===== src/rtl/pmc_pkg.sv =====
/*
  Package for the power-mode controller: register map, field positions,
  reset values, timing figures and the carrier types shared by the design.
  Assumes a 20 MHz system clock and a 32-bit Avalon-MM register bus.
*/
package pmc_pkg;

  // ****************************************************************
  // Clock and timing
  // ****************************************************************
  localparam int CLK_PERIOD_NS  = 50;
  localparam int RECHARGE_NS    = 10000;   // Extra wake time out of retention
  localparam int BANDGAP_NS     = 10000;   // Wake time saved by live band gaps
  localparam int RECHARGE_CYC   = (RECHARGE_NS + CLK_PERIOD_NS - 1) / CLK_PERIOD_NS;
  localparam int BANDGAP_CYC    = (BANDGAP_NS + CLK_PERIOD_NS - 1) / CLK_PERIOD_NS;
  localparam int LOW_POWER_RC_CLOCK_WAKE_NS   = 5000;    // Low-power RC start-up time
  localparam int LOW_POWER_RC_CLOCK_WAKE_CYC  = (LOW_POWER_RC_CLOCK_WAKE_NS + CLK_PERIOD_NS - 1) / CLK_PERIOD_NS;
  localparam int LOCK_EDGES_ON  = 1;
  localparam int LOCK_EDGES_OFF = 2;
  localparam int REC_W          = 10;
  localparam int DOZE_W         = 3;

  // ****************************************************************
  // Register map (byte addresses)
  // ****************************************************************
  localparam logic [3:0] ADDR_CLOCK_DIVIDER_REGISTER = 4'h0;
  localparam logic [3:0] ADDR_RCTRL  = 4'h4;
  localparam logic [3:0] ADDR_STATUS = 4'h8;

  // clock_divider_register fields
  localparam int CD_ROI_BIT   = 15;
  localparam int CD_RATIO_LSB = 12;
  localparam int CD_DOZE_BIT  = 11;
  // reset_control_register fields
  localparam int RC_RETENTION_ENABLE_BIT_BIT = 12;
  localparam int RC_REGULATOR_STANDBY_BIT_BIT = 8;
  // Status fields
  localparam int ST_SLEEP_BIT = 0;
  localparam int ST_IDLE_BIT  = 1;
  localparam int ST_LOCK_BIT  = 2;
  localparam int ST_REC_BIT   = 3;
  localparam int ST_VAR_LSB   = 4;

  // ****************************************************************
  // Carrier types
  // ****************************************************************
  typedef struct packed {
    logic              interrupt_restore_full_speed;
    logic [DOZE_W-1:0] ratio;
    logic              doze_en;
  } pmc_clock_divider_register_t;

  typedef struct packed {
    logic retention_enable_bit;
    logic regulator_standby_bit;
  } pmc_rctrl_t;

  localparam pmc_clock_divider_register_t CLOCK_DIVIDER_REGISTER_RST = '{interrupt_restore_full_speed: 1'b0, ratio: 3'h0, doze_en: 1'b0};
  localparam pmc_rctrl_t  RCTRL_RST  = '{retention_enable_bit: 1'b0, regulator_standby_bit: 1'b0};

  typedef enum logic [2:0] {
    PMC_RUN, PMC_ENTER, PMC_SLEEP, PMC_IDLE, PMC_LOCK, PMC_RECOVER
  } pmc_state_t;

endpackage


===== src/rtl/pmc_top.sv =====
/*
  Power-mode controller: power-save instruction entry into Sleep or Idle,
  wake-up, four Sleep variants, retention lockout timed from the low-power
  RC clock, and Doze division of the CPU clock.
  Assumes the core, interrupt controller and watchdog share clk_i; the
  external reset pin, the low-power RC clock and the fuse are asynchronous.
*/
`timescale 1ns/10ps
`default_nettype none

// Notes on behaviour
// - Power-save instruction alone enters Sleep or Idle
// - Sleep stops all clocks but the low-power RC, and execution
// - Idle halts CPU, peripherals keep clock
// - Enabled interrupt, reset or watchdog wakes
// - Sleep entry shuts system clock source down
// - Fail-safe monitor off throughout Sleep
// - Low-power RC runs in Sleep with watchdog
// - Watchdog cleared before Sleep or Idle entry
// - System-clocked peripherals disabled during Sleep
// - Wake resumes on the clock source used before
// - Idle keeps RC clock for watchdog or monitor
// - Idle wake restarts CPU immediately
// - Interrupt during entry held, then wakes; after a lockout it stays masked until it drops
// - Retention regulator only in Sleep, fuse and enable
// - Retention exit adds recharge delay
// - Regulator standby clear keeps band gaps, faster wake
// - Lockout: only reset exits, interrupts masked
// - Lockout one RC period, else two plus start
// - Enable and standby decode four Sleep variants
// - Doze divides CPU clock, peripherals full speed
// - Doze enable bit and three-bit ratio, reset 1:1
// - Return-on-interrupt restores full speed
module pmc_top
  import pmc_pkg::*;
#(
  parameter int LOW_POWER_RC_CLOCK_WAKE = LOW_POWER_RC_CLOCK_WAKE_CYC
) (
  // Clock and reset
  input  wire logic              clk_i,
  input  wire logic              rst_i,
  // Pins and fuse
  input  wire logic              external_reset_pin_n_i,
  input  wire logic              low_power_rc_clock_i,
  input  wire logic              retention_config_fuse_i,
  // Core, interrupt controller and watchdog
  input  wire logic              power_save_instruction_i,
  input  wire logic              power_save_sleep_i,
  input  wire logic              irq_pending_i,
  input  wire logic              watchdog_timer_en_i,
  input  wire logic              watchdog_timer_timeout_i,
  input  wire logic              fail_safe_clock_monitor_en_i,
  input  wire logic [2:0]        clk_src_i,
  // Clock and power controls
  output logic                   cpu_clk_en_o,
  output logic                   sys_clk_en_o,
  output logic                   periph_clk_en_o,
  output logic                   fail_safe_clock_monitor_active_o,
  output logic                   low_power_rc_clock_en_o,
  output logic                   watchdog_timer_clear_o,
  output logic                   retention_reg_en_o,
  output logic                   bandgap_en_o,
  output logic [2:0]             clk_src_o,
  output logic                   cpu_resume_o,
  // Avalon-MM slave
  input  wire logic [3:0]        avs_address,
  input  wire logic              avs_read,
  input  wire logic              avs_write,
  input  wire logic [31:0]       avs_writedata,
  input  wire logic [3:0]        avs_byteenable,
  output logic [31:0]            avs_readdata,
  output logic                   avs_waitrequest
);

  // ****************************************************************
  // Input synchronisers
  // ****************************************************************
  logic [2:0] sync1_q;
  logic [2:0] sync2_q;
  logic       low_power_rc_clock_prev_q;

  always_ff @(posedge clk_i) begin
    if (rst_i) begin
      sync1_q     <= 3'h5;
      sync2_q     <= 3'h5;
      low_power_rc_clock_prev_q <= 1'b0;
    end else begin
      sync1_q     <= {retention_config_fuse_i, low_power_rc_clock_i, external_reset_pin_n_i};
      sync2_q     <= sync1_q;
      low_power_rc_clock_prev_q <= sync2_q[1];
    end
  end

  wire external_reset_pin_hit  = ~sync2_q[0];
  wire low_power_rc_clock_rise = sync2_q[1] & ~low_power_rc_clock_prev_q;
  wire fuse_prog = ~sync2_q[2];

  // ****************************************************************
  // Registers and bus slave
  // ****************************************************************
  pmc_clock_divider_register_t clock_divider_register_q;
  pmc_rctrl_t  rctrl_q;
  pmc_state_t  state_q;
  pmc_state_t  state_d;
  logic        wait_q;
  logic [31:0] rdata_q;
  logic        roi_fire;

  wire bus_req   = avs_read | avs_write;
  wire wr_commit = avs_write & ~wait_q;
  wire wr_clock_divider_register = wr_commit & (avs_address == ADDR_CLOCK_DIVIDER_REGISTER);
  wire wr_rctrl  = wr_commit & (avs_address == ADDR_RCTRL);
  wire [31:0] clock_divider_register_rd = {16'h0000, clock_divider_register_q.interrupt_restore_full_speed, clock_divider_register_q.ratio, clock_divider_register_q.doze_en, 11'h000};
  wire [31:0] rctrl_rd  = {19'h00000, rctrl_q.retention_enable_bit, 3'h0, rctrl_q.regulator_standby_bit, 8'h00};
  wire        ret_mode  = rctrl_q.retention_enable_bit & fuse_prog;
  wire [31:0] status_rd = {26'h0000000, ret_mode, rctrl_q.regulator_standby_bit,
                           state_q == PMC_RECOVER, state_q == PMC_LOCK,
                           state_q == PMC_IDLE, state_q == PMC_SLEEP};
  wire [31:0] rd_mux    = (avs_address == ADDR_CLOCK_DIVIDER_REGISTER) ? clock_divider_register_rd :
                          (avs_address == ADDR_RCTRL)  ? rctrl_rd  :
                          (avs_address == ADDR_STATUS) ? status_rd : 32'h00000000;

  // One wait cycle per access; write takes effect when waitrequest is low
  always_ff @(posedge clk_i) begin
    if (rst_i) begin
      wait_q  <= 1'b1;
      rdata_q <= 32'h00000000;
    end else begin
      wait_q  <= ~(bus_req & wait_q);
      rdata_q <= (avs_read & wait_q) ? rd_mux : rdata_q;
    end
  end

  wire         be_hi      = avs_byteenable[1];
  wire         be_lo      = avs_byteenable[0];
  pmc_clock_divider_register_t clock_divider_register_wr;
  assign clock_divider_register_wr.interrupt_restore_full_speed     = be_hi ? avs_writedata[CD_ROI_BIT] : clock_divider_register_q.interrupt_restore_full_speed;
  assign clock_divider_register_wr.ratio   = be_hi ? avs_writedata[CD_RATIO_LSB +: DOZE_W] : clock_divider_register_q.ratio;
  assign clock_divider_register_wr.doze_en = be_hi ? avs_writedata[CD_DOZE_BIT] : clock_divider_register_q.doze_en;

  pmc_clock_divider_register_t clock_divider_register_d;
  assign clock_divider_register_d = wr_clock_divider_register ? clock_divider_register_wr :
                    roi_fire  ? pmc_clock_divider_register_t'{interrupt_restore_full_speed: clock_divider_register_q.interrupt_restore_full_speed, ratio: clock_divider_register_q.ratio, doze_en: 1'b0} :
                    clock_divider_register_q;

  always_ff @(posedge clk_i) begin
    if (rst_i) begin
      clock_divider_register_q <= CLOCK_DIVIDER_REGISTER_RST;
      rctrl_q  <= RCTRL_RST;
    end else begin
      clock_divider_register_q <= clock_divider_register_d;
      if (wr_rctrl) begin
        rctrl_q.retention_enable_bit <= be_hi ? avs_writedata[RC_RETENTION_ENABLE_BIT_BIT] : rctrl_q.retention_enable_bit;
        rctrl_q.regulator_standby_bit <= be_hi ? avs_writedata[RC_REGULATOR_STANDBY_BIT_BIT] : rctrl_q.regulator_standby_bit;
      end
    end
  end

  assign avs_waitrequest = wait_q;
  assign avs_readdata    = rdata_q;

  // ****************************************************************
  // Mode sequencer
  // ****************************************************************
  logic [REC_W-1:0] cnt_q;
  logic [REC_W-1:0] cnt_d;
  logic [1:0]       edges_q;
  logic [1:0]       edges_d;
  logic             irq_block_q;
  logic             low_power_rc_clock_on_q;

  wire sleepish  = (state_q == PMC_SLEEP) | (state_q == PMC_LOCK);
  wire irq_wake  = irq_pending_i & ~irq_block_q;
  wire any_wake  = irq_wake | watchdog_timer_timeout_i;
  wire enter_req = (state_q == PMC_RUN) & power_save_instruction_i;
  wire [REC_W-1:0] rec_load = REC_W'(1)
                            + (rctrl_q.regulator_standby_bit ? REC_W'(BANDGAP_CYC) : REC_W'(0))
                            + (ret_mode ? REC_W'(RECHARGE_CYC) : REC_W'(0));
  wire lock_done = (cnt_q == '0) & low_power_rc_clock_rise & (edges_q == 2'd1);

  always_comb begin
    state_d = state_q;
    cnt_d   = cnt_q;
    edges_d = edges_q;
    case (state_q)
      PMC_RUN: begin
        if (enter_req) begin
          state_d = PMC_ENTER;
        end
      end
      PMC_ENTER: begin
        // Interrupts stay pending here and are seen in Idle or Sleep; a lockout masks them until they drop
        if (!power_save_sleep_i) begin
          state_d = PMC_IDLE;
        end else if (ret_mode) begin
          state_d = PMC_LOCK;
          cnt_d   = low_power_rc_clock_on_q ? REC_W'(0) : REC_W'(LOW_POWER_RC_CLOCK_WAKE);
          edges_d = low_power_rc_clock_on_q ? 2'(LOCK_EDGES_ON) : 2'(LOCK_EDGES_OFF);
        end else begin
          state_d = PMC_SLEEP;
        end
      end
      PMC_LOCK: begin
        if (cnt_q != '0) begin
          cnt_d = cnt_q - REC_W'(1);
        end else if (low_power_rc_clock_rise) begin
          edges_d = edges_q - 2'd1;
        end
        if (lock_done) begin
          state_d = PMC_SLEEP;
        end
      end
      PMC_SLEEP: begin
        if (any_wake) begin
          state_d = PMC_RECOVER;
          cnt_d   = rec_load;
        end
      end
      PMC_IDLE: begin
        if (any_wake) begin
          state_d = PMC_RUN;
        end
      end
      PMC_RECOVER: begin
        cnt_d = cnt_q - REC_W'(1);
        if (cnt_q == REC_W'(1)) begin
          state_d = PMC_RUN;
        end
      end
      default: begin
        state_d = PMC_RUN;
      end
    endcase
    if (external_reset_pin_hit) begin
      state_d = PMC_RUN;
    end
  end

  always_ff @(posedge clk_i) begin
    if (rst_i) begin
      state_q     <= PMC_RUN;
      cnt_q       <= '0;
      edges_q     <= 2'd0;
      irq_block_q <= 1'b0;
    end else begin
      state_q     <= state_d;
      cnt_q       <= cnt_d;
      edges_q     <= edges_d;
      irq_block_q <= (state_q == PMC_LOCK) ? irq_pending_i : (irq_block_q & irq_pending_i);
    end
  end

  // ****************************************************************
  // Doze divider
  // ****************************************************************
  logic [6:0] doze_cnt_q;
  wire  [6:0] doze_mask = 7'((8'h01 << clock_divider_register_q.ratio) - 8'h01);
  wire        doze_tick = (doze_cnt_q & doze_mask) == 7'h00;
  assign roi_fire = (state_q == PMC_RUN) & clock_divider_register_q.interrupt_restore_full_speed & clock_divider_register_q.doze_en & irq_pending_i;

  always_ff @(posedge clk_i) begin
    if (rst_i) begin
      doze_cnt_q <= 7'h00;
    end else begin
      doze_cnt_q <= (state_q == PMC_RUN) ? doze_cnt_q + 7'h01 : 7'h00;
    end
  end

  // ****************************************************************
  // Clock and power outputs
  // ****************************************************************
  wire run_go    = (state_d == PMC_RUN) & (state_q == PMC_RUN);
  wire cpu_d     = run_go & (~clock_divider_register_d.doze_en | doze_tick);
  wire sleep_d   = (state_d == PMC_SLEEP) | (state_d == PMC_LOCK);
  wire idle_d    = state_d == PMC_IDLE;
  wire sys_d     = ~sleep_d;
  wire low_power_rc_clock_d    = (state_d == PMC_LOCK) | watchdog_timer_en_i
                 | (fail_safe_clock_monitor_en_i & ~sleep_d);
  wire resume_d  = (state_q != PMC_RUN) & (state_q != PMC_ENTER) & (state_d == PMC_RUN);

  always_ff @(posedge clk_i) begin
    if (rst_i) begin
      cpu_clk_en_o                     <= 1'b0;
      sys_clk_en_o                     <= 1'b1;
      periph_clk_en_o                  <= 1'b1;
      fail_safe_clock_monitor_active_o <= 1'b0;
      low_power_rc_clock_en_o          <= 1'b0;
      watchdog_timer_clear_o           <= 1'b0;
      retention_reg_en_o               <= 1'b0;
      bandgap_en_o                     <= 1'b1;
      clk_src_o                        <= 3'h0;
      cpu_resume_o                     <= 1'b0;
      low_power_rc_clock_on_q                        <= 1'b0;
    end else begin
      cpu_clk_en_o                     <= cpu_d;
      sys_clk_en_o                     <= sys_d;
      periph_clk_en_o                  <= sys_d;
      fail_safe_clock_monitor_active_o <= fail_safe_clock_monitor_en_i & sys_d;
      low_power_rc_clock_en_o          <= low_power_rc_clock_d;
      low_power_rc_clock_on_q                        <= low_power_rc_clock_d;
      watchdog_timer_clear_o           <= enter_req & watchdog_timer_en_i;
      retention_reg_en_o               <= sleep_d & ret_mode;
      bandgap_en_o                     <= ~(sleep_d & rctrl_q.regulator_standby_bit);
      clk_src_o                        <= (state_q == PMC_RUN) ? clk_src_i : clk_src_o;
      cpu_resume_o                     <= resume_d & ~idle_d;
    end
  end

  // ****************************************************************
  // Assertions
  // ****************************************************************
  a_sleep_clk_off: assert property (@(posedge clk_i) disable iff (rst_i)
    (state_q == PMC_SLEEP && !any_wake && !external_reset_pin_hit) |=> !sys_clk_en_o && !cpu_clk_en_o)
    else $error("clocks running in sleep");

  a_idle_periph_on: assert property (@(posedge clk_i) disable iff (rst_i)
    (state_q == PMC_IDLE && !any_wake && !external_reset_pin_hit) |=> periph_clk_en_o && !cpu_clk_en_o)
    else $error("idle clocking wrong");

  a_fail_safe_clock_monitor_sleep_off: assert property (@(posedge clk_i) disable iff (rst_i)
    !sys_clk_en_o |-> !fail_safe_clock_monitor_active_o)
    else $error("monitor active in sleep");

  a_low_power_rc_clock_sleep_wdt: assert property (@(posedge clk_i) disable iff (rst_i)
    (sleep_d && watchdog_timer_en_i) |=> low_power_rc_clock_en_o)
    else $error("rc clock stopped with watchdog on");

  a_entry_wdt_clear: assert property (@(posedge clk_i) disable iff (rst_i)
    (enter_req && watchdog_timer_en_i) |=> watchdog_timer_clear_o ##1 !watchdog_timer_clear_o)
    else $error("watchdog not cleared on entry");

  a_entry_holds_irq: assert property (@(posedge clk_i) disable iff (rst_i)
    (state_q == PMC_ENTER && !external_reset_pin_hit) |=> state_q inside {PMC_SLEEP, PMC_IDLE, PMC_LOCK})
    else $error("entry did not complete");

  a_lock_masks_irq: assert property (@(posedge clk_i) disable iff (rst_i)
    (state_q == PMC_LOCK && !external_reset_pin_hit) |=> state_q inside {PMC_LOCK, PMC_SLEEP})
    else $error("lockout exited early");

  a_ret_reg_sleep: assert property (@(posedge clk_i) disable iff (rst_i)
    retention_reg_en_o |-> $past(sleep_d) && $past(ret_mode))
    else $error("retention regulator outside sleep");

  a_idle_wake_now: assert property (@(posedge clk_i) disable iff (rst_i)
    (state_q == PMC_IDLE && any_wake && !external_reset_pin_hit) |=> state_q == PMC_RUN ##1 cpu_clk_en_o || clock_divider_register_q.doze_en)
    else $error("idle wake slow");

  a_ret_recover_len: assert property (@(posedge clk_i) disable iff (rst_i)
    (state_q == PMC_SLEEP && any_wake && ret_mode && !external_reset_pin_hit) |=> cnt_q > REC_W'(RECHARGE_CYC))
    else $error("retention recharge too short");

  a_roi_restore: assert property (@(posedge clk_i) disable iff (rst_i)
    (roi_fire && !wr_clock_divider_register) |=> !clock_divider_register_q.doze_en)
    else $error("interrupt did not restore speed");

  a_lock_rc_on: assert property (@(posedge clk_i) disable iff (rst_i)
    (state_q == PMC_LOCK) |-> low_power_rc_clock_en_o)
    else $error("rc clock off during lockout");

  a_src_held_sleep: assert property (@(posedge clk_i) disable iff (rst_i)
    (state_q != PMC_RUN) |=> clk_src_o == $past(clk_src_o))
    else $error("clock source changed while stopped");

  a_sleep_sys_off: assert property (@(posedge clk_i) disable iff (rst_i)
    (state_q == PMC_ENTER && power_save_sleep_i && !external_reset_pin_hit) |=> !sys_clk_en_o && !periph_clk_en_o)
    else $error("system clock left on at sleep entry");

  a_ret_off_run: assert property (@(posedge clk_i) disable iff (rst_i)
    (state_q == PMC_RUN) |-> !retention_reg_en_o)
    else $error("retention regulator on while running");

endmodule

`default_nettype wire

===== config.mk =====
export PLATFORM = sky130hd
export DESIGN_NAME = pmc_top
export DESIGN_NICKNAME = d
export VERILOG_FILES = /design/src/rtl/pmc_pkg.sv /design/src/rtl/pmc_top.sv
export SDC_FILE = /design/constraint.sdc
export NUM_CORES = 1
export LEC_CHECK = 0
export BUFFER_PORTS_ARGS = -buffer_cell sky130_fd_sc_hd__buf_4
export CORE_MARGIN = 1
export CORE_UTILIZATION = 54
export CTS_BUF_LIST = sky130_fd_sc_hd__clkbuf_16
export CTS_CLUSTER_SIZE = 10
export DETAILED_ROUTE_END_ITERATION = 12
export PLACE_DENSITY = 0.85
export SYNTH_ARGS = -nofsm -noshare
export SYNTH_HDL_FRONTEND = slang
export SYNTH_SLANG_ARGS = --single-unit

===== constraint.sdc =====
create_clock -name clk_i -period 5.1 [get_ports clk_i]
set_input_delay 0.255 -clock clk_i [delete_from_list [all_inputs] [get_ports clk_i]]
set_output_delay 0.255 -clock clk_i [all_outputs]
set_load 0.02 [all_outputs]

==> results.sh <==
export IMPL_status="finished, final reports clean"
export IMPL_grt_max_degree=44
export IMPL_grt_ovfl_total=0
export IMPL_via_per_inst=5.63
export IMPL_worstPathArrival_ns=2.64
export IMPL_area_growth_pct=20.5
export IMPL_layout_nets=451
export IMPL_hold_path_class="input port to register"
export IMPL_finalWeightedCongestion=0.837
export IMPL_die_h_um=76.7
export IMPL_final_setup_skew_ns=0.00475
export IMPL_post_cts_buffers=0
export IMPL_fin_util_pct=69.2
export IMPL_drt_total_wl_um=6720
export IMPL_tns_ns=0
export IMPL_antenna_left=0
export IMPL_rsz0062_at_grt="no"
export IMPL_worst_pin_slew_ns=0.924
export IMPL_yosys_warnings=0
export IMPL_relSlewSlack_pct=37.9
export IMPL_vias=2606
export IMPL_antenna_found_initial=0
export IMPL_postSynthCellCount=343
export IMPL_seq_area_frac_synth_pct=40.6
export IMPL_rows=26
export IMPL_synthArstFlopShare_pct=0
export IMPL_insertion_delay_ns=0.33
export IMPL_final_cell_area_um2=3620
export IMPL_final_layout_size_suffix_gt1_share_pct=21.9
export IMPL_period_minus_slack_ns=2.38
export IMPL_wl_per_cell_um=14.5
export IMPL_hold_slack_ns=0.109
export IMPL_cp_end_kind="register"
export IMPL_finalPower_mw=1.38
export IMPL_dp_hpwl_um=4660
export IMPL_crit_required_ns=5.36
export IMPL_use_met3_pct=8.21
export IMPL_use_met1_pct=31.7
export IMPL_cts_made_buffers=9
export IMPL_grt_most_used_layer="met2"
export IMPL_cts_tree="done"
export IMPL_drc_errors=0
export IMPL_portBuffers=51
export IMPL_cts_sinks=61
export IMPL_n_antenna_cell=0
export IMPL_cts_buffer_depth=2
export IMPL_synth_ff_latch_count=61
export IMPL_synth_edf_count=0
export IMPL_root_buffer="clkbuf_16"
export IMPL_dieArea_um2=5880
export IMPL_ios=101
export IMPL_clk_transition_reported_paths_ns=0.05
export IMPL_power_density_nw_per_um2=380
export IMPL_clock_fmax_mhz=420
export IMPL_grt_use_total_pct=24.6
export IMPL_worstSetupStartpointType="register"
export IMPL_post_cts_resized=0
export IMPL_fin_crit_sh_pct=46.6
export IMPL_die_w_um=76.7
export IMPL_grtUsageMet2_pct=38.5
export IMPL_maxCapViolCount=0
export IMPL_grt_pass1_wl_um=11400
export IMPL_dominantRegCellSynth="dfxtp_1"
export IMPL_cellLeakagePower_nw=1.49
export IMPL_drtPass1Iterations=5
export IMPL_setup_viol=0
export IMPL_core_area_um2=5240
export IMPL_htreeDepth=3
export IMPL_initialDrtViolationCount=150
export IMPL_crit_fanout=15
export IMPL_final_cell_mix="dfxtp_1, buf_4, nor2_1"
export IMPL_hold_buffers=0
export IMPL_start_util_pct=57.5
export IMPL_dpl_cell_area_um2=3310
export IMPL_synth_cell_type_count=62
export IMPL_critPathKind="register to register"
export IMPL_finalMaxSlewViolations=0
export IMPL_synth_area_um2=3010
export IMPL_syn_avg_cell_area_um2=8.77
export IMPL_layout_commonest_cell="dfxtp_1"
export IMPL_grt_pass1_vias=2407
export IMPL_ir_worst_vdd_uv=248
export IMPL_hold_viol=0
==> registers in the layout, summed over array words and instances (netlist names) <==
name	flops
periph_clk_en_o	1
low_power_rc_clock_prev_q	1
avs_readdata	12
fail_safe_clock_monitor_active_o	1
low_power_rc_clock_on_q	1
state_q	3
irq_block_q	1
clk_src_o	3
watchdog_timer_clear_o	1
doze_cnt_q	7
rctrl_q	2
cpu_resume_o	1
retention_reg_en_o	1
clock_divider_register_q	5
cpu_clk_en_o	1
sync1_q	3
avs_waitrequest	1
cnt_q	10
sync2_q	3
edges_q	2
bandgap_en_o	1
==> critical path, cell delays in order, from the launching register on <==
cell and delay [ns]:
dfxtp_1 0.60, nor3b_2 0.53, o21ai_1 0.25, a211o_2 0.46
or3_1 0.33, a21oi_1 0.14
==> power breakdown <==
group          internal, mW  total, mW  switching (mW)
Clock                 0.425      0.639           0.214
Combinational        0.0820      0.212           0.130
Sequential            0.500      0.526          0.0264
==> synthesized netlist by cell type, types with 3 or more instances <==
cell type  number  area share [%]
ha_1            7             2.9
a21o_1          3            0.75
nor2b_1         4            0.83
nor3_1         10             1.7
nand2_1        31             3.9
inv_1           9             1.1
buf_4          21             5.2
dfxtp_1        61              41
nor2_1         34             4.2
and2_1          5             1.0
nand3_1         9             1.5
o21ai_0        12             2.0
clkbuf_1       10             1.2
a22oi_1         4             1.0
nor4_1          4            0.83
xnor2_1         4             1.2
mux2i_1         6             2.0
o21ai_1         8             1.3
and3_1          4            0.83
nand2b_1        4            0.83
or2_2           4            0.83
nor3b_1         5             1.2
a21oi_1        28             4.7
xor2_1          3            0.87
==> cell type report <==
cell class | instances | area, um2
inverters | 9 | 33.8
fillers | 406 | 1610
flip-flops and latches | 61 | 1220
repair buffers | 51 | 383
multi-input cells | 256 | 1580
clock buffers | 9 | 225
clock inverters | 7 | 92.6
well taps | 70 | 87.6
==> metrics by stage <==
| step | setup slack [ns] | std cells |
|---|---|---|
| after global routing | 2.55 | 463 |
| after floorplan | 3.18 | 362 |
| final | 2.72 | 463 |
| after CTS | 2.75 | 463 |
| after detailed placement | 2.79 | 447 |
| after global placement | 2.79 | 447 |
==> worst paths after layout <==
check / from / endpoint / slack (ns) / depth (start not counted)
max: state_q[1]$_SDFF_PP0_ / cnt_q[1]$_SDFFE_PP0P_ / 2.72 / 5
min: retention_config_fuse_i / sync1_q[2]$_SDFF_PP1_ / 0.11 / 2
max reg2reg: state_q[1]$_SDFF_PP0_ / cnt_q[1]$_SDFFE_PP0P_ / 2.72 / 5
min reg2reg: sync1_q[0]$_SDFF_PP1_ / sync2_q[0]$_SDFF_PP1_ / 0.42 / 1
==> per-layer routing <==
layer  vias up  wire, um
met5         -         0
li1       1256         -
met3         8       447
met4         0        82
met1      1230      2970
met2       112      3220
==> cell families after synthesis <==
logic type | Yosys count | synth area share, %
and+or+nand+nor | 137 | 24.9
muxes | 7 | 2.37
adders and majority gates | 7 | 2.91
other | 1 | 0.125
DFF | 61 | 40.6
buffers and inverters | 45 | 9.23
xor gates and xnor gates | 7 | 2.04
AOI/OAI and AO/OA | 78 | 17.9
(Power assumes the default switching activity.)
